`src/gpio_bank_pkg.sv`:
```
`default_nettype none
package gpio_bank_pkg;

  // ****************************************************************
  // sizes
  // ****************************************************************
  localparam int PORT_W = 20;
  localparam int GROUP_W = 4;
  localparam int ADDR_W = 8;
  localparam int DATA_W = 32;

  // ****************************************************************
  // register byte offsets
  // ****************************************************************
  localparam logic [ADDR_W-1:0] OFF_DIR = 8'h00;
  localparam logic [ADDR_W-1:0] OFF_PULL = 8'h04;
  localparam logic [ADDR_W-1:0] OFF_DATA = 8'h08;
  localparam logic [ADDR_W-1:0] OFF_FUNC = 8'h0C;
  localparam logic [ADDR_W-1:0] OFF_LEVEL = 8'h10;
  localparam logic [ADDR_W-1:0] OFF_SET = 8'h14;
  localparam logic [ADDR_W-1:0] OFF_CLR = 8'h18;
  localparam logic [ADDR_W-1:0] OFF_OWNED = 8'h1C;

  // ****************************************************************
  // reset values
  // ****************************************************************
  localparam logic [PORT_W-1:0] DIR_RST = 20'h00000;
  localparam logic [PORT_W-1:0] PULL_RST = 20'hFFFFF;
  localparam logic [PORT_W-1:0] DATA_RST = 20'h00000;

  // ****************************************************************
  // function register fields and shared pin positions
  // ****************************************************************
  localparam int FUNC_SERIAL_EN = 0;
  localparam int FUNC_SERIAL_SLAVE = 1;
  localparam int FUNC_CONV_EN = 2;
  localparam int SER_BASE = 4;
  localparam int CONV_BASE = 16;
  localparam int SER_DIN_BIT = 4;
  localparam int SCLK_BIT = 6;

  // ****************************************************************
  // bus responses
  // ****************************************************************
  localparam logic [1:0] RESP_OKAY = 2'h0;
  localparam logic [1:0] RESP_SLVERR = 2'h2;

  typedef struct packed {
    logic serial_en;
    logic serial_slave;
    logic conv_en;
  } func_cfg_t;

  localparam func_cfg_t FUNC_RST = 3'h0;

  typedef struct packed {
    logic [PORT_W-1:0] own;
    logic [PORT_W-1:0] drive;
    logic [PORT_W-1:0] value;
  } overlay_t;

  typedef struct packed {
    logic out;
    logic oe_n;
    logic pull_en;
  } pin_drv_t;

endpackage : gpio_bank_pkg
`default_nettype wire

```
`src/bidir_port_bank_20bit.sv`:
```
// The AXI4-Lite register port and the register addresses were decided locally.
`timescale 1ns/1ps
`default_nettype none

// Functional notes
// twenty bidirectional port bits, five groups of four
// software switches group b between port and serial pins
// software switches group e between port and converter inputs
// after reset every shared pin is a plain port
// master: b0 data in, b1 data out, b2 clock out low-active, b3 port
// slave: b0/b1 data as master, b2 clock in, b3 ready out low-active
// converter mode: group e bits 0..3 are channels 0..3
// direction 0 means input, driver released
// direction 1 means output, pin follows output data bit
// data read gives stored bit in output mode, pin level in input mode
// reset clears all direction bits to input
// direction bits of function pins are storage without effect
// pull-up bit 1 enables pull-up in input mode, 0 disables
// pull-up never applied in output mode
// reset sets all pull-up bits to 1
// pull-up bit is storage where no resistor is built
// pull-up bit of serial output pins is storage only
// pull-up bit of serial input pins works as for a port
// drive type is build choice; group a push-pull; group b per four
// build choices still hold under serial or converter use
// input levels pass a two-stage synchroniser before reads
module bidir_port_bank_20bit #(
  parameter logic [11:0] OPEN_DRAIN_CDE = 12'h000,
  parameter bit OPEN_DRAIN_B = 1'b0,
  parameter logic [11:0] PULLUP_CDE = 12'hFFF,
  parameter bit PULLUP_B = 1'b1
) (
  // clock and reset
  input wire logic aclk,
  input wire logic aresetn,
  // axi4-lite write address
  input wire logic [gpio_bank_pkg::ADDR_W-1:0] awaddr,
  input wire logic [2:0] awprot,
  input wire logic awvalid,
  output logic awready,
  // axi4-lite write data
  input wire logic [gpio_bank_pkg::DATA_W-1:0] wdata,
  input wire logic [3:0] wstrb,
  input wire logic wvalid,
  output logic wready,
  // axi4-lite write response
  output logic [1:0] bresp,
  output logic bvalid,
  input wire logic bready,
  // axi4-lite read address
  input wire logic [gpio_bank_pkg::ADDR_W-1:0] araddr,
  input wire logic [2:0] arprot,
  input wire logic arvalid,
  output logic arready,
  // axi4-lite read data
  output logic [gpio_bank_pkg::DATA_W-1:0] rdata,
  output logic [1:0] rresp,
  output logic rvalid,
  input wire logic rready,
  // port pads
  input wire logic [gpio_bank_pkg::PORT_W-1:0] pin_in,
  output logic [gpio_bank_pkg::PORT_W-1:0] pin_out,
  output logic [gpio_bank_pkg::PORT_W-1:0] pin_oe_n,
  output logic [gpio_bank_pkg::PORT_W-1:0] pin_pullup_en,
  // serial interface side
  input wire logic serial_data_out_pin,
  input wire logic serial_clock_out_n,
  input wire logic serial_ready_out_n,
  output logic serial_data_in_pin,
  output logic serial_clock_in,
  output logic serial_enable,
  output logic serial_slave_role,
  // converter side
  output logic [gpio_bank_pkg::GROUP_W-1:0] converter_channel_en
);
  import gpio_bank_pkg::*;

  // ****************************************************************
  // build options
  // ****************************************************************
  // group a is push-pull and always has its pull-up
  // bit i of each map belongs to pin i; group b repeats one choice over four pins
  localparam logic [PORT_W-1:0] OD_MAP = {OPEN_DRAIN_CDE, {4{OPEN_DRAIN_B}}, 4'h0};
  localparam logic [PORT_W-1:0] PU_MAP = {PULLUP_CDE, {4{PULLUP_B}}, 4'hF};

  // ****************************************************************
  // state
  // ****************************************************************
  logic [PORT_W-1:0] dir_q;
  logic [PORT_W-1:0] dir_d;
  logic [PORT_W-1:0] pull_q;
  logic [PORT_W-1:0] pull_d;
  logic [PORT_W-1:0] odat_q;
  logic [PORT_W-1:0] odat_d;
  func_cfg_t func_q;
  func_cfg_t func_d;
  logic [PORT_W-1:0] level;

  logic aw_hold_q;
  logic w_hold_q;
  logic [ADDR_W-1:0] awaddr_q;
  logic [DATA_W-1:0] wdata_q;
  logic [3:0] wstrb_q;

  // ****************************************************************
  // write channel handshake
  // ****************************************************************
  // one write in flight: ready stays low from the take until the response is accepted
  wire aw_take = awvalid & awready;
  wire w_take = wvalid & wready;
  // the write lands one edge after both halves are held
  wire do_write = aw_hold_q & w_hold_q & ~bvalid;
  wire aw_hold_d = ~do_write & (aw_hold_q | aw_take);
  wire w_hold_d = ~do_write & (w_hold_q | w_take);
  wire bvalid_d = do_write | (bvalid & ~bready);
  wire awready_d = ~aw_hold_d & ~bvalid_d;
  wire wready_d = ~w_hold_d & ~bvalid_d;

  always_ff @(posedge aclk) begin
    if (!aresetn) begin
      aw_hold_q <= 1'b0;
      w_hold_q <= 1'b0;
      awready <= 1'b0;
      wready <= 1'b0;
      bvalid <= 1'b0;
    end else begin
      aw_hold_q <= aw_hold_d;
      w_hold_q <= w_hold_d;
      awready <= awready_d;
      wready <= wready_d;
      bvalid <= bvalid_d;
    end
  end

  always_ff @(posedge aclk) begin
    if (aw_take) begin
      awaddr_q <= awaddr;
    end
    if (w_take) begin
      wdata_q <= wdata;
      wstrb_q <= wstrb;
    end
  end

  // ****************************************************************
  // write decode
  // ****************************************************************
  // protection bits and lane 3 carry no meaning; every access is treated alike
  wire [ADDR_W-1:0] wa = {awaddr_q[ADDR_W-1:2], 2'b00};
  wire wr_dir = do_write & (wa == OFF_DIR);
  wire wr_pull = do_write & (wa == OFF_PULL);
  wire wr_data = do_write & (wa == OFF_DATA);
  wire wr_func = do_write & (wa == OFF_FUNC);
  wire wr_set = do_write & (wa == OFF_SET);
  wire wr_clr = do_write & (wa == OFF_CLR);
  // level and owned-mask words are read-only; writes there are dropped
  wire wr_ro = (wa == OFF_LEVEL) | (wa == OFF_OWNED);
  wire wr_hit = wr_dir | wr_pull | wr_data | wr_func | wr_set | wr_clr | wr_ro;
  wire [1:0] bresp_d = wr_hit ? RESP_OKAY : RESP_SLVERR;

  // byte lanes 0..2 cover the twenty bits
  wire [PORT_W-1:0] wmask = {{4{wstrb_q[2]}}, {8{wstrb_q[1]}}, {8{wstrb_q[0]}}};
  wire [PORT_W-1:0] wbits = wdata_q[PORT_W-1:0] & wmask;

  // ****************************************************************
  // register next values
  // ****************************************************************
  // direction bits stay writable even where a function owns the pin
  assign dir_d = wr_dir ? ((dir_q & ~wmask) | wbits) : dir_q;
  assign pull_d = wr_pull ? ((pull_q & ~wmask) | wbits) : pull_q;

  // ****************************************************************
  // output data updates
  // ****************************************************************
  // set and clear words touch only the bits written as one
  wire [PORT_W-1:0] odat_w = wr_data ? ((odat_q & ~wmask) | wbits) : odat_q;
  wire [PORT_W-1:0] odat_s = wr_set ? (odat_w | wbits) : odat_w;
  assign odat_d = wr_clr ? (odat_s & ~wbits) : odat_s;
  wire [2:0] func_w = {wdata_q[FUNC_SERIAL_EN], wdata_q[FUNC_SERIAL_SLAVE],
                       wdata_q[FUNC_CONV_EN]};
  assign func_d = (wr_func & wstrb_q[0]) ? func_cfg_t'(func_w) : func_q;

  always_ff @(posedge aclk) begin
    if (!aresetn) begin
      dir_q <= DIR_RST;
      pull_q <= PULL_RST;
      odat_q <= DATA_RST;
      func_q <= FUNC_RST;
      bresp <= RESP_OKAY;
    end else begin
      dir_q <= dir_d;
      pull_q <= pull_d;
      odat_q <= odat_d;
      func_q <= func_d;
      if (do_write) begin
        bresp <= bresp_d;
      end
    end
  end

  // ****************************************************************
  // function overlay
  // ****************************************************************
  overlay_t ovl;
  wire ser = func_q.serial_en;
  wire slv = func_q.serial_slave;
  // group b: [3] ready (slave), [2] clock, [1] data out, [0] data in
  // in master role bit 3 stays a plain port bit
  wire [GROUP_W-1:0] ser_own = ser ? {slv, 3'b111} : 4'h0;
  wire [GROUP_W-1:0] ser_drv = {slv, ~slv, 1'b1, 1'b0};
  wire [GROUP_W-1:0] ser_val = {serial_ready_out_n, serial_clock_out_n,
                                serial_data_out_pin, 1'b0};
  // converter channels are inputs, never driven
  wire [GROUP_W-1:0] conv_own = func_q.conv_en ? 4'hF : 4'h0;

  assign ovl.own = {conv_own, 8'h00, ser_own, 4'h0};
  assign ovl.drive = {4'h0, 8'h00, ser_drv, 4'h0};
  assign ovl.value = {4'h0, 8'h00, ser_val, 4'h0};

  // a function pin ignores its direction and data bits
  wire [PORT_W-1:0] dir_eff = (ovl.own & ovl.drive) | (~ovl.own & dir_q);
  wire [PORT_W-1:0] val_eff = (ovl.own & ovl.value) | (~ovl.own & odat_q);

  // ****************************************************************
  // pad cells
  // ****************************************************************
  // one cell per pin; the build maps choose drive type and resistor
  pin_drv_t pad [PORT_W];

  for (genvar i = 0; i < PORT_W; i++) begin : g_pin
    pin_cell #(
      .OPEN_DRAIN(OD_MAP[i]),
      .PULL_PRESENT(PU_MAP[i])
    ) u_cell (
      .aclk(aclk),
      .aresetn(aresetn),
      .drive(dir_eff[i]),
      .value(val_eff[i]),
      .pull_ctrl(pull_q[i]),
      .pad(pad[i])
    );
    assign pin_out[i] = pad[i].out;
    assign pin_oe_n[i] = pad[i].oe_n;
    assign pin_pullup_en[i] = pad[i].pull_en;
  end

  // ****************************************************************
  // input path
  // ****************************************************************
  // two edges of latency buy a read that never sees a metastable level
  sync2 #(
    .W(PORT_W)
  ) u_sync (
    .aclk(aclk),
    .aresetn(aresetn),
    .d(pin_in),
    .q(level)
  );

  // ****************************************************************
  // data read view
  // ****************************************************************
  // output mode shows the stored bit, input mode the pin
  wire [PORT_W-1:0] port_rd = (dir_eff & odat_q) | (~dir_eff & level);

  // ****************************************************************
  // serial side
  // ****************************************************************
  // inputs idle high while the link is off, so it never sees a false edge
  always_ff @(posedge aclk) begin
    if (!aresetn) begin
      serial_data_in_pin <= 1'b1;
      serial_clock_in <= 1'b1;
      serial_enable <= 1'b0;
      serial_slave_role <= 1'b0;
    end else begin
      serial_data_in_pin <= ser ? level[SER_DIN_BIT] : 1'b1;
      serial_clock_in <= (ser & slv) ? level[SCLK_BIT] : 1'b1;
      serial_enable <= ser;
      serial_slave_role <= slv;
    end
  end

  // ****************************************************************
  // converter side
  // ****************************************************************
  // the converter samples these pins itself; only the enables leave here
  always_ff @(posedge aclk) begin
    if (!aresetn) begin
      converter_channel_en <= 4'h0;
    end else begin
      converter_channel_en <= conv_own;
    end
  end

  // ****************************************************************
  // read channel
  // ****************************************************************
  wire ar_take = arvalid & arready;
  wire rvalid_d = ar_take | (rvalid & ~rready);
  wire arready_d = ~rvalid_d;

  // ****************************************************************
  // read decode
  // ****************************************************************
  // the address is decoded at the take; araddr need not stand afterwards
  wire [ADDR_W-1:0] ra = {araddr[ADDR_W-1:2], 2'b00};
  wire rd_dir = (ra == OFF_DIR);
  wire rd_pull = (ra == OFF_PULL);
  wire rd_data = (ra == OFF_DATA);
  wire rd_func = (ra == OFF_FUNC);
  wire rd_level = (ra == OFF_LEVEL);
  wire rd_owned = (ra == OFF_OWNED);
  // set and clear words read back as zero
  wire rd_wo = (ra == OFF_SET) | (ra == OFF_CLR);
  wire rd_hit = rd_dir | rd_pull | rd_data | rd_func | rd_level | rd_owned | rd_wo;
  wire [2:0] func_rd = {func_q.conv_en, func_q.serial_slave, func_q.serial_en};
  wire [PORT_W-1:0] rd_bits =
    rd_dir ? dir_q :
    rd_pull ? pull_q :
    rd_data ? port_rd :
    rd_func ? {17'h00000, func_rd} :
    rd_level ? level :
    rd_owned ? ovl.own :
    20'h00000;
  wire [DATA_W-1:0] rdata_d = {12'h000, rd_bits};
  wire [1:0] rresp_d = rd_hit ? RESP_OKAY : RESP_SLVERR;

  // ****************************************************************
  // read answer
  // ****************************************************************
  // data is captured at the take, so a held answer never changes under the master

  always_ff @(posedge aclk) begin
    if (!aresetn) begin
      arready <= 1'b0;
      rvalid <= 1'b0;
      rdata <= 32'h00000000;
      rresp <= RESP_OKAY;
    end else begin
      arready <= arready_d;
      rvalid <= rvalid_d;
      if (ar_take) begin
        rdata <= rdata_d;
        rresp <= rresp_d;
      end
    end
  end

endmodule : bidir_port_bank_20bit
`default_nettype wire

```
`src/sync2.sv`:
```
`timescale 1ns/1ps
`default_nettype none
module sync2 #(
  parameter int W = 20
) (
  // clock and reset
  input wire logic aclk,
  input wire logic aresetn,
  // levels
  input wire logic [W-1:0] d,
  output logic [W-1:0] q
);
  logic [W-1:0] meta_q;

  // the first stage feeds only the second
  always_ff @(posedge aclk) begin
    if (!aresetn) begin
      meta_q <= '0;
      q <= '0;
    end else begin
      meta_q <= d;
      q <= meta_q;
    end
  end
endmodule : sync2
`default_nettype wire

```
`src/pin_cell.sv`:
```
`timescale 1ns/1ps
`default_nettype none
module pin_cell #(
  parameter bit OPEN_DRAIN = 1'b0,
  parameter bit PULL_PRESENT = 1'b1
) (
  // clock and reset
  input wire logic aclk,
  input wire logic aresetn,
  // effective control
  input wire logic drive,
  input wire logic value,
  input wire logic pull_ctrl,
  // pad
  output gpio_bank_pkg::pin_drv_t pad
);
  import gpio_bank_pkg::*;

  pin_drv_t pad_d;

  // open drain never drives high: a one releases the pad
  assign pad_d.oe_n = ~(drive & ~(OPEN_DRAIN & value));
  assign pad_d.out = value & ~OPEN_DRAIN;
  // no pull while driving; without a resistor the bit is storage only
  assign pad_d.pull_en = PULL_PRESENT & pull_ctrl & ~drive;

  always_ff @(posedge aclk) begin
    if (!aresetn) begin
      pad <= {1'b0, 1'b1, PULL_PRESENT};
    end else begin
      pad <= pad_d;
    end
  end
endmodule : pin_cell
`default_nettype wire

```
`config.mk`:
```
export PLATFORM = sky130hd
export DESIGN_NAME = bidir_port_bank_20bit
export DESIGN_NICKNAME = d
export VERILOG_FILES = /design/src/gpio_bank_pkg.sv /design/src/bidir_port_bank_20bit.sv /design/src/sync2.sv /design/src/pin_cell.sv
export SDC_FILE = /design/constraint.sdc
export NUM_CORES = 1
export LEC_CHECK = 0
export BUFFER_PORTS_ARGS = -buffer_cell sky130_fd_sc_hd__buf_2
export CAP_MARGIN = 15
export CORE_ASPECT_RATIO = 1.1
export CORE_MARGIN = 4
export CORE_UTILIZATION = 35
export CTS_CLUSTER_DIAMETER = 40
export DETAILED_ROUTE_END_ITERATION = 12
export MAX_ROUTING_LAYER = met4
export PLACE_DENSITY = 0.61
export SLEW_MARGIN = 5
export SYNTH_ARGS = -nofsm -noshare
export SYNTH_HDL_FRONTEND = slang
export SYNTH_SLANG_ARGS = --single-unit
```
`constraint.sdc`:
```
create_clock -name aclk -period 2.6 [get_ports aclk]
set_clock_uncertainty 0.1 [all_clocks]
set_input_delay 0 -clock aclk [delete_from_list [all_inputs] [get_ports aclk]]
set_output_delay 0 -clock aclk [all_outputs]
set_load 0.1 [all_outputs]
```
==> results of run 1 <==
-- cells in the final DEF, fill, tap and decap left out, types with 12 or more instances in the layout --
cell	instances
sky130_fd_sc_hd__dfxtp_1	197
sky130_fd_sc_hd__mux2i_1	12
sky130_fd_sc_hd__conb_1	14
sky130_fd_sc_hd__inv_1	16
sky130_fd_sc_hd__nand3_1	64
sky130_fd_sc_hd__nor2_1	16
sky130_fd_sc_hd__and2_1	67
sky130_fd_sc_hd__edfxtp_1	29
sky130_fd_sc_hd__o21ai_0	54
sky130_fd_sc_hd__a22oi_1	16
sky130_fd_sc_hd__a32oi_1	15
sky130_fd_sc_hd__buf_4	19
sky130_fd_sc_hd__a21oi_1	45
sky130_fd_sc_hd__nand2_1	103
sky130_fd_sc_hd__buf_2	159
sky130_fd_sc_hd__dlygate4sd3_1	66
sky130_fd_sc_hd__clkbuf_16	30
-- worst register-to-register path, delay by kind of cell, from the launching register on --
kind / cells / cell delay, ns
AO/OA/AOI/OAI: 3 / 0.87
AND/OR/NAND/NOR: 2 / 0.84
flip-flops: 1 / 0.49
-- logic make-up after synthesis --
| group | Yosys count |
|---|---|
| AND/OR/NAND/NOR | 311 |
| multiplexers | 14 |
| AO/OA/AOI/OAI | 182 |
| flip-flops | 226 |
| other | 1 |
| buffers and inverters | 80 |
-- per-layer routing --
metal / GRT usage, % / part of all wire (%) / vias to the layer above
met2: 27.4 / 46 / 200
met4: 4.18 / 1.6 / 0
met1: 23.7 / 47 / 3092
li1: - / - / 3285
met3: 2.61 / 5.3 / 27
met5: - / 0 / -
-- where the power goes --
group	internal [uW]	switching, uW	leakage [uW]
registers	3600	39.3	0.00187
logic	172	348	0.00210
clock network	2360	1560	0.000474
-- final timing paths --
path / from / slack [ns] / end
hold / removal: wvalid / 0.04 / wstrb_q[0]
setup / recovery: awaddr_q[2] / 0.22 / odat_q[9]
setup reg to reg: awaddr_q[2] / 0.22 / odat_q[9]
hold reg to reg: u_sync.meta_q[18] / 0.33 / u_sync.q[18]
-- repair_timing --
item / 4_1_cts / 5_1_grt
setup buffers: 0 / 0
setup endpoints to repair: 0 / 0
hold endpoints to repair: 83 / 0
hold buffers: 66 / 0
-- layout make-up --
class | count | area share [%]
multi-input combinational | 521 | 27.7
clock buffer | 31 | 7.07
tap | 300 | 3.47
clock inverter | 22 | 1.86
timing repair buffer | 244 | 14.8
sequential | 226 | 44.5
inverter | 17 | 0.590
-- metrics by stage --
stage / total power, uW / utilization (%) / setup WS (ns)
final: 8090 / 47.3 / 0.224
after global routing: 8380 / 47.3 / 0.0742
after floorplan: 4040 / - / 0.302
after detailed placement: 4160 / 40.2 / 0.261
after CTS: 8180 / 47.3 / 0.255
after global placement: 4160 / 40.2 / 0.313
==> impl_metrics.csv, run 1 <==
group,metric,value,unit
floorplan,floorplan.core_area,22900,um2
critical_path,crit_arrival,2.73,ns
routing,drt_iter0_drc,494,
logic_synthesis,avgSynthCellArea,9.96,um2
logic_synthesis,synth_top_family_by_area,"simple AND/OR/NAND/NOR gates",
global_route,number_of_antenna_violations_at_the_first_check_in_global_routing,0,
critical_path,crit_slowest_cell,"sky130_fd_sc_hd__a2111oi_2",
critical_path,crit_path_max_incr_delay,0.61,ns
logic_synthesis,synth.largest_area_cell,"sky130_fd_sc_hd__dfxtp_1",
layout,count_of_inserted_antenna_diode_cells,0,
layout,num-fill-cells,2198,
sta,maxSlewHeadroom,30.4,%
floorplan,io-pin-count,197,
logic_synthesis,postSynthRegisterBits,226,
layout,nets,1127,
cts,cts.repair.resized,0,
critical_path,cp-start-kind,"flip-flop",
routing,routedWlPerCell,16.6,um
global_route,grt_start_max_net_pins,119,
critical_path,worst-endpoint-required,2.95,ns
worst_hold_path,min-delay-path-class,"input pin to flip-flop",
floorplan,dieWidth,153,um
global_route,overflow,0,
logic_synthesis,netlist.area_leader.share,48.6,%
cts,cts_inserted_buffers,29,
critical_path,cpLargestDelayFamily,"compound AO/OA/AOI/OAI gates",
pwr,pwr_density_cell,748,nW/um2
logic_synthesis,synth_area_in_adders,0,%
logic_synthesis,count_of_different_cell_masters_after_synthesis,47,
sta,finalHoldWorstSlack,0.0372,ns
cts,cts.root.buffer_cell,"sky130_fd_sc_hd__clkbuf_16",
cts,path_clk_slew,0.06,ns
logic_synthesis,yosys.area_share.simple,20.0,%
routing,vias_per_cell,4.85,
logic_synthesis,synth-main-ff-cell,"sky130_fd_sc_hd__dfxtp_1",
logic_synthesis,biggest_area_contributors_in_the_synthesized_netlist,"sky130_fd_sc_hd__dfxtp_1 49%, sky130_fd_sc_hd__edfxtp_1 11%, sky130_fd_sc_hd__and2_1 5.2%",
cts,cts.sink_count,226,
run,max_cap_violations,0,
sta,max_freq,0.421,GHz
layout,combined_area_of_the_multi_input_logic_cells,2990,um2
logic_synthesis,yosysMostFrequentCell,"sky130_fd_sc_hd__dfxtp_1",
pwr,ir_worst_vdd,412,uV
layout,post-route-cell-area,10800,um2
routing,detailroute.via_count,6604,
logic_synthesis,synth_compound_gate_area_share,14.2,%
logic_synthesis,synth-edff-count,29,
global_route,track_usage,17.4,%
critical_path,r2r_cells,5,
routing,drtAntennaViolNets,0,
layout,ff_latch_area,4810,um2
placement,hpwl,15700,um
layout,non_filler_cells_in_the_finished_layout,1361,
floorplan,initial_utilization,35.5,%
sta,finalSetupTns,0,ns
critical_path,timing.critical_path.cells,"or3b_1 > a2111oi_2 > and2_1 > a22oi_1 > a21oi_1",
critical_path,logic_depth_of_the_worst_path_buffers_included,5,
logic_synthesis,synth_cells,814,
logic_synthesis,synthArstFlopShare,0,%
layout,syn_to_final_growth,33.4,%
placement,placed_cells_incl_taps,1242,
critical_path,worst-path-buf-inv,0,
layout,drive_above_1_share,22.9,%
global_route,grt_pass1_vias,6424,
logic_synthesis,synth_xor_area_share,0,%
sta,finalCritPeriodShare,91.4,%
cts,cts_tree,"done",
worst_hold_path,min_path_cells,3,
cts,htree_levels,1,
floorplan,fp.dieArea,25700,um2
status,status,"finished clean",
placement,post_dp_cell_area,9180,um2
sta,worstMarginPinSlew,1.04,ns
logic_synthesis,synth.yosys.warnings,0,
sta,report.final.setup_viol,0,
pwr,leakagePower,0.00444,uW
logic_synthesis,seq_area_frac_synth,59.4,%
critical_path,timing.critical_path.fanout_max,8,
cts,worst_case_clock_buffer_depth,3,
floorplan,die_h,168,um
critical_path,cp-end-kind,"flip-flop",
logic_synthesis,synth.area.mux_share,1.76,%
critical_path,worst-setup-path-type,"flip-flop to flip-flop",
global_route,grt_pass1_wl,35600,um
routing,drt_pass1_iterations,5,
logic_synthesis,yosys-top-cells-count,"197 x sky130_fd_sc_hd__dfxtp_1, 103 x sky130_fd_sc_hd__nand2_1, 67 x sky130_fd_sc_hd__and2_1",
routing,drt-total-wl,22600,um
placement,gp_congestion,0.844,
sta,slew_viol_final,0,
sta,timing_hold_violations_final,0,
cts,clock_insertion_delay_worst_skew,0.53,ns
sta,final.min_clock_period,2.38,ns
logic_synthesis,netlist_area,8110,um2
sta,rsz0062_at_grt,"false",
floorplan,rows,58,
routing,drt_drc,0,
placement,numPortBuffers,159,
No activity file was read; power rests on OpenSTA's default activity.
==> run 2: changes to the inputs <==
--- a/config.mk
+++ b/config.mk
@@ -5,6 +5,7 @@
 export SDC_FILE = /design/constraint.sdc
 export NUM_CORES = 1
 export LEC_CHECK = 0
+export ABC_AREA = 1
 export BUFFER_PORTS_ARGS = -buffer_cell sky130_fd_sc_hd__buf_2
 export CAP_MARGIN = 15
 export CORE_ASPECT_RATIO = 1.1
@@ -12,7 +13,6 @@
 export CORE_UTILIZATION = 35
 export CTS_CLUSTER_DIAMETER = 40
 export DETAILED_ROUTE_END_ITERATION = 12
-export MAX_ROUTING_LAYER = met4
 export PLACE_DENSITY = 0.61
 export SLEW_MARGIN = 5
 export SYNTH_ARGS = -nofsm -noshare
==> run 2 against run 1 <==
  * Total power increased by 2.0%
  * Core utilization increased by 0.47 points
  * Non-clock buffer count increased by 9
  * Largest cell class unchanged
==> impl_metrics.csv, run 2 <==
group,metric,value,unit
placement,numPortBuffers,159,
floorplan,rows,59,
routing,drt_pass1_iterations,8,
pwr,leakagePower,0.00545,uW
sta,worstMarginPinSlew,0.688,ns
logic_synthesis,synth.largest_area_cell,"sky130_fd_sc_hd__dfxtp_1",
floorplan,initial_utilization,35.8,%
critical_path,regToRegSetupSlack,0.46,ns
pwr,pwr-share-comb,6.4,%
sta,max_freq,0.437,GHz
pwr,ir_worst_vdd,450,uV
layout,non_filler_cells_in_the_finished_layout,1641,
logic_synthesis,synth-main-ff-cell,"sky130_fd_sc_hd__dfxtp_1",
routing,wl_met1,9270,um
routing,route.met2.wl,11900,um
global_route,grt_pass1_wl,36700,um
floorplan,io-pin-count,197,
routing,routedWlPerCell,14.5,um
sta,timing_hold_violations_final,0,
sta,report.final.setup_viol,0,
status,status,"finished clean",
global_route,grt_pass1_vias,7179,
placement,worst_setup_slack_post_dpl,0.598,ns
pwr,post-layout-total-power,8250,uW
layout,nets,1400,
logic_synthesis,yosys-top-cells-count,"329 x sky130_fd_sc_hd__nand2_1, 197 x sky130_fd_sc_hd__dfxtp_1, 133 x sky130_fd_sc_hd__inv_1",
logic_synthesis,biggest_area_contributors_in_the_synthesized_netlist,"sky130_fd_sc_hd__dfxtp_1 46%, sky130_fd_sc_hd__nand2_1 15%, sky130_fd_sc_hd__edfxtp_1 10%",
placement,placed_cells_incl_taps,1500,
floorplan,fp.dieArea,26800,um2
logic_synthesis,seq_area_frac_synth,56.7,%
critical_path,crit_arrival,2.60,ns
critical_path,timing.critical_path.fanout_max,14,
critical_path,worst-endpoint-required,2.91,ns
critical_path,cp-start-kind,"input pin",
pwr,pwr_density_cell,726,nW/um2
logic_synthesis,postSynthRegisterBits,226,
floorplan,die_h,171,um
critical_path,worst-setup-path-type,"input pin to flip-flop",
sta,setup_ws,0.309,ns
sta,rsz0062_at_grt,"false",
layout,layout_commonest_cell,"sky130_fd_sc_hd__nand2_1",
pwr,net_switching_component_of_the_power,2000,uW
critical_path,cp-end-kind,"flip-flop",
cts,cts.root.buffer_cell,"sky130_fd_sc_hd__clkbuf_16",
placement,hpwl,16500,um
routing,vias_per_cell,4.62,
placement,gp_congestion,0.912,
logic_synthesis,netlist.area_leader.share,46.4,%
cts,cts.repair_timing.setup_buffer_count,0,
pwr,p_seq_share,44.2,%
sta,slew_viol_final,0,
logic_synthesis,yosysMostFrequentCell,"sky130_fd_sc_hd__nand2_1",
routing,drt_iter0_drc,398,
floorplan,floorplan.core_area,23800,um2
logic_synthesis,synth-edff-count,29,
run,max_cap_violations,0,
sta,finalSetupTns,0,ns
logic_synthesis,count_of_different_cell_masters_after_synthesis,29,
logic_synthesis,avgSynthCellArea,7.91,um2
logic_synthesis,synthArstFlopShare,0,%
global_route,number_of_antenna_violations_at_the_first_check_in_global_routing,0,
cts,htree_levels,1,
layout,commonest_cells_after_routing_fill_and_taps_aside,"329 x sky130_fd_sc_hd__nand2_1, 197 x sky130_fd_sc_hd__dfxtp_1, 158 x sky130_fd_sc_hd__buf_2, 133 x sky130_fd_sc_hd__inv_1, 92 x sky130_fd_sc_hd__nor2_1",
routing,drt_drc,0,
floorplan,dieWidth,157,um
cts,clock_insertion_delay_worst_skew,0.53,ns
cts,cts.sink_count,226,
logic_synthesis,synth_cells,1075,
global_route,overflow,0,
layout,drive_above_1_share,17.1,%
pwr,clock_power_share,49.4,%
cts,worst_case_clock_buffer_depth,3,
global_route,track_usage,17.0,%
routing,drtAntennaViolNets,0,
cts,cts_inserted_buffers,30,
routing,wl_met3,1880,um
sta,maxSlewHeadroom,54.0,%
layout,count_of_inserted_antenna_diode_cells,0,
routing,detailroute.via_count,7575,
sta,finalCritPeriodShare,88.1,%
logic_synthesis,netlist_area,8500,um2
routing,drt-total-wl,23700,um
pwr,switching_fraction,24.3,%
logic_synthesis,synth.yosys.warnings,0,
cts,cts_tree,"done",
global_route,grt_start_max_net_pins,149,
sta,finalHoldWorstSlack,0.0410,ns
routing,route.top_layer_used,"met4",
sta,final.min_clock_period,2.29,ns
pwr,internal_power,6250,uW
worst_hold_path,min-delay-path-class,"input pin to flip-flop",
layout,syn_to_final_growth,33.6,%
cts,path_clk_slew,0.06,ns
cts,cts.repair.resized,0,
run 2: cell count changes in the layout (fill, tap and decap cells not counted), sizes merged, moves of 11 or more:
| cell | before | now |
|---|---|---|
| a21oi | 45 | 78 |
| a22oi | 16 | 0 |
| a32oi | 15 | 0 |
| and2 | 67 | 0 |
| dlygate4sd3 | 66 | 85 |
| inv | 26 | 139 |
| nand2 | 103 | 330 |
| nand2b | 11 | 0 |
| nand3 | 64 | 53 |
| nor2 | 16 | 95 |
| nor2b | 11 | 0 |
run 2: metal layers:
| layer | vias to the layer above | track usage (%) |
|---|---|---|
| met5 | - | 0 |
| met4 | 0 | 5.32 |
| met3 | 50 | 3.22 |
| met2 | 273 | 30.6 |
| met1 | 3440 | 20.6 |
| li1 | 3812 | - |
run 2: logic make-up after synthesis:
logic type | share of synthesized area [%]
DFF | 56.7
buffers and inverters | 9.67
muxes | 0.236
and+or+nand+nor | 23.5
AOI/OAI and AO/OA | 9.88
other | 0.0441
run 2: through the flow:
| stage | utilization (%) | instance area, um2 |
|---|---|---|
| 5_1_grt | 47.8 | 11400 |
| 2_1_floorplan | - | 8550 |
| 3_5_place_dp | 39.9 | 9480 |
| 6_report | 47.8 | 11400 |
| 4_1_cts | 47.8 | 11400 |
| 3_3_place_gp | 39.9 | 9480 |
run 2: path summary, 6_finish.rpt:
| check | depth (start not counted) | startpoint | endpoint |
|---|---|---|---|
| max | 11 | araddr[3] | rdata[19] |
| min | 6 | araddr[2] | rdata[0] |
| max reg2reg | 10 | ser | rdata[6] |
| min reg2reg | 2 | u_sync.meta_q[11] | u_sync.q[11] |
run 2: area by class of cell:
type                            count  area (um2)
Clock buffer                       37         808
Clock inverter                     19         210
Inverter                          133         499
Sequential cell                   226        4810
Timing Repair Buffer              253        1730
Multi-Input combinational cell    668        2910
Fill cell                        2388       12400
Tap cell                          305         382
run 2: worst max-delay path, stage by stage:
cell,delay (ns)
sky130_fd_sc_hd__dlygate4sd3_1,0.53
sky130_fd_sc_hd__buf_2,0.17
sky130_fd_sc_hd__nor2_1,0.14
sky130_fd_sc_hd__nand3_1,0.30
sky130_fd_sc_hd__inv_1,0.52
sky130_fd_sc_hd__nand2_1,0.10
sky130_fd_sc_hd__nand2_1,0.08
sky130_fd_sc_hd__nand4_1,0.07
sky130_fd_sc_hd__nand2_1,0.08
sky130_fd_sc_hd__a21oi_1,0.05
sky130_fd_sc_hd__dlygate4sd3_1,0.57
run 2: power by group through the flow:
stage | Sequential [uW] | Combinational, uW | Clock (uW)
finish | 3640 | 531 | 4070
global route | 3650 | 579 | 4320
CTS | 3640 | 533 | 4170
detailed placement | 3720 | 437 | 0
global placement | 3720 | 434 | 0
floorplan | 3770 | 276 | 0
run 2: what timing repair did:
action                                 4_1_cts  5_1_grt
hold buffers                                85        0
setup endpoints to repair                    0        0
endpoints found under the hold margin      160        0
==> run 3: changes to the inputs <==
--- a/config.mk
+++ b/config.mk
@@ -10,10 +10,10 @@
 export CAP_MARGIN = 15
 export CORE_ASPECT_RATIO = 1.1
 export CORE_MARGIN = 4
-export CORE_UTILIZATION = 35
+export CORE_UTILIZATION = 23
 export CTS_CLUSTER_DIAMETER = 40
 export DETAILED_ROUTE_END_ITERATION = 12
-export PLACE_DENSITY = 0.61
+export PLACE_DENSITY = 0.46
 export SLEW_MARGIN = 5
 export SYNTH_ARGS = -nofsm -noshare
 export SYNTH_HDL_FRONTEND = slang
==> run 3 against run 2 <==
  * Sequential share of layout area shrank 2.0 points
  * Register-to-register slack better by 0.23 ns
  * Critical path depth shrank 4
  * Largest power group unchanged
  * Cell count is 12% higher
  * Clock-buffer cell count rose by 6
  * Total power grew 14%
  * Combinational power is 3% higher
==> impl_metrics.csv, run 3 (synthesis results as in run 2) <==
group,metric,value,unit
floorplan,rows,73,
routing,vias_per_cell,4.18,
cts,cts.repair.resized,0,
floorplan,dieWidth,191,um
sta,slew_viol_final,0,
sta,max_freq,0.523,GHz
pwr,internal_power,7130,uW
global_route,track_usage,13.7,%
global_route,grt_pass1_wl,42100,um
sta,timing_hold_violations_final,0,
cts,cts_inserted_buffers,39,
floorplan,initial_utilization,23.4,%
layout,commonest_cells_after_routing_fill_and_taps_aside,"329 x sky130_fd_sc_hd__nand2_1, 197 x sky130_fd_sc_hd__dfxtp_1, 158 x sky130_fd_sc_hd__buf_2, 133 x sky130_fd_sc_hd__inv_1, 92 x sky130_fd_sc_hd__nor2_1",
global_route,number_of_antenna_violations_at_the_first_check_in_global_routing,0,
global_route,grt_pass1_vias,7496,
cts,cts.sink_count,226,
global_route,grt_start_max_net_pins,80,
critical_path,cp-start-kind,"flip-flop",
cts,cts.repair_timing.setup_buffer_count,0,
placement,hpwl,19200,um
cts,path_clk_slew,0.05,ns
sta,report.final.setup_viol,0,
routing,drt_iter0_drc,440,
layout,combined_area_of_the_multi_input_logic_cells,2910,um2
floorplan,floorplan.core_area,36400,um2
routing,drtAntennaViolNets,0,
routing,drt_pass1_iterations,5,
run,max_cap_violations,0,
pwr,pwr_density_cell,792,nW/um2
floorplan,io-pin-count,197,
cts,cts_tree,"done",
placement,gp_congestion,0.851,
sta,maxSlewHeadroom,54.9,%
placement,numPortBuffers,159,
worst_hold_path,min-delay-path-class,"input pin to flip-flop",
cts,htree_levels,2,
floorplan,fp.dieArea,40100,um2
cts,clock_insertion_delay_worst_skew,0.52,ns
pwr,p_seq_share,38.7,%
cts,cts.root.buffer_cell,"sky130_fd_sc_hd__clkbuf_16",
critical_path,cp-end-kind,"flip-flop",
cts,worst_case_clock_buffer_depth,3,
layout,num-fill-cells,3912,
layout,ff_latch_area,4810,um2
pwr,switching_fraction,24.4,%
pwr,ir_worst_vdd,418,uV
critical_path,crit_arrival,2.19,ns
layout,nets,1410,
sta,rsz0062_at_grt,"false",
layout,finalCoreUtilization,32.8,%
routing,routedWlPerCell,15.1,um
cts,ctsHoldBuffers,77,
pwr,net_switching_component_of_the_power,2300,uW
routing,detailroute.via_count,7685,
routing,drt-total-wl,27900,um
pwr,pwr-share-comb,5.8,%
pwr,clock_power_share,55.5,%
sta,final.min_clock_period,1.91,ns
routing,drt_drc,0,
sta,finalCritPeriodShare,73.5,%
sta,worstMarginPinSlew,0.675,ns
layout,layout_commonest_cell,"sky130_fd_sc_hd__nand2_1",
layout,syn_to_final_growth,40.1,%
global_route,overflow,0,
layout,drive_above_1_share,19.0,%
floorplan,die_h,210,um
critical_path,worst-endpoint-required,2.88,ns
critical_path,timing.critical_path.fanout_max,9,
pwr,leakagePower,0.00562,uW
sta,finalSetupTns,0,ns
critical_path,worst-setup-path-type,"flip-flop to flip-flop",
status,status,"finished clean",
layout,count_of_inserted_antenna_diode_cells,0,
==> run 3: cell count changes in the layout (fill, tap and decap cells not counted), sizes merged, moves of 2 or more <==
cell and delta:
dlygate4sd3 -8, clkbuf +6, buf +9, clkinvlp +3
bufinv +2, clkinv +3
==> run 3: final cells by class <==
type                       instances  area share (%)
tap                              487            5.12
timing repair buffer             254            14.4
multi-input combinational        668            24.4
inverter                         133            4.19
clock inverter                    28            2.63
sequential                       226            40.4
clock buffer                      43            8.76
==> run 3: power groups by stage <==
stage	Clock [uW]	Combinational (uW)	Sequential, uW
global route	5540	597	3650
floorplan	0	276	3770
finish	5240	546	3650
CTS	5380	553	3650
global placement	0	461	3720
detailed placement	0	464	3720
==> run 3: worst max-delay path, cell delays in order, from the launching register on <==
cell,delay (ns)
sky130_fd_sc_hd__dfxtp_1,0.33
sky130_fd_sc_hd__inv_1,0.08
sky130_fd_sc_hd__nor3_4,0.26
sky130_fd_sc_hd__nand4_4,0.19
sky130_fd_sc_hd__nor2_2,0.29
sky130_fd_sc_hd__nand2_2,0.27
sky130_fd_sc_hd__o21ai_1,0.20
sky130_fd_sc_hd__nor2_1,0.05
==> run 3: per-stage QoR <==
| step | instance area (um2) | worst slack [ns] | hold slack, ns | std cells | total power, uW |
|---|---|---|---|---|---|
| after floorplan | 8550 | 0.516 | -0.00237 | 1088 | 4050 |
| after CTS | 11900 | 0.646 | 0.00302 | 1839 | 9580 |
| after global placement | 9780 | 0.655 | 0.0791 | 1691 | 4180 |
| after detailed placement | 9780 | 0.636 | 0.0791 | 1691 | 4190 |
| after global routing | 11900 | 0.448 | 0.0391 | 1839 | 9790 |
| final | 11900 | 0.689 | 0.00209 | 1839 | 9430 |
==> run 3: routing by layer <==
metal	global-route usage, %	vias to the layer above	wire length, um
met5	0	-	0
met4	5.20	0	918
met3	2.63	62	1430
met2	24.0	213	13900
met1	16.4	3575	11600
li1	-	3835	-
==> run 3: worst paths after layout <==
kind                      from  slack [ns]            to  depth (start not counted)
max                   w_hold_q        0.69     flip-flop                          7
min                    arvalid       0.002      rdata[6]                          5
max reg2reg           w_hold_q        0.69     flip-flop                          7
min reg2reg  u_sync.meta_q[19]        0.31  u_sync.q[19]                          2
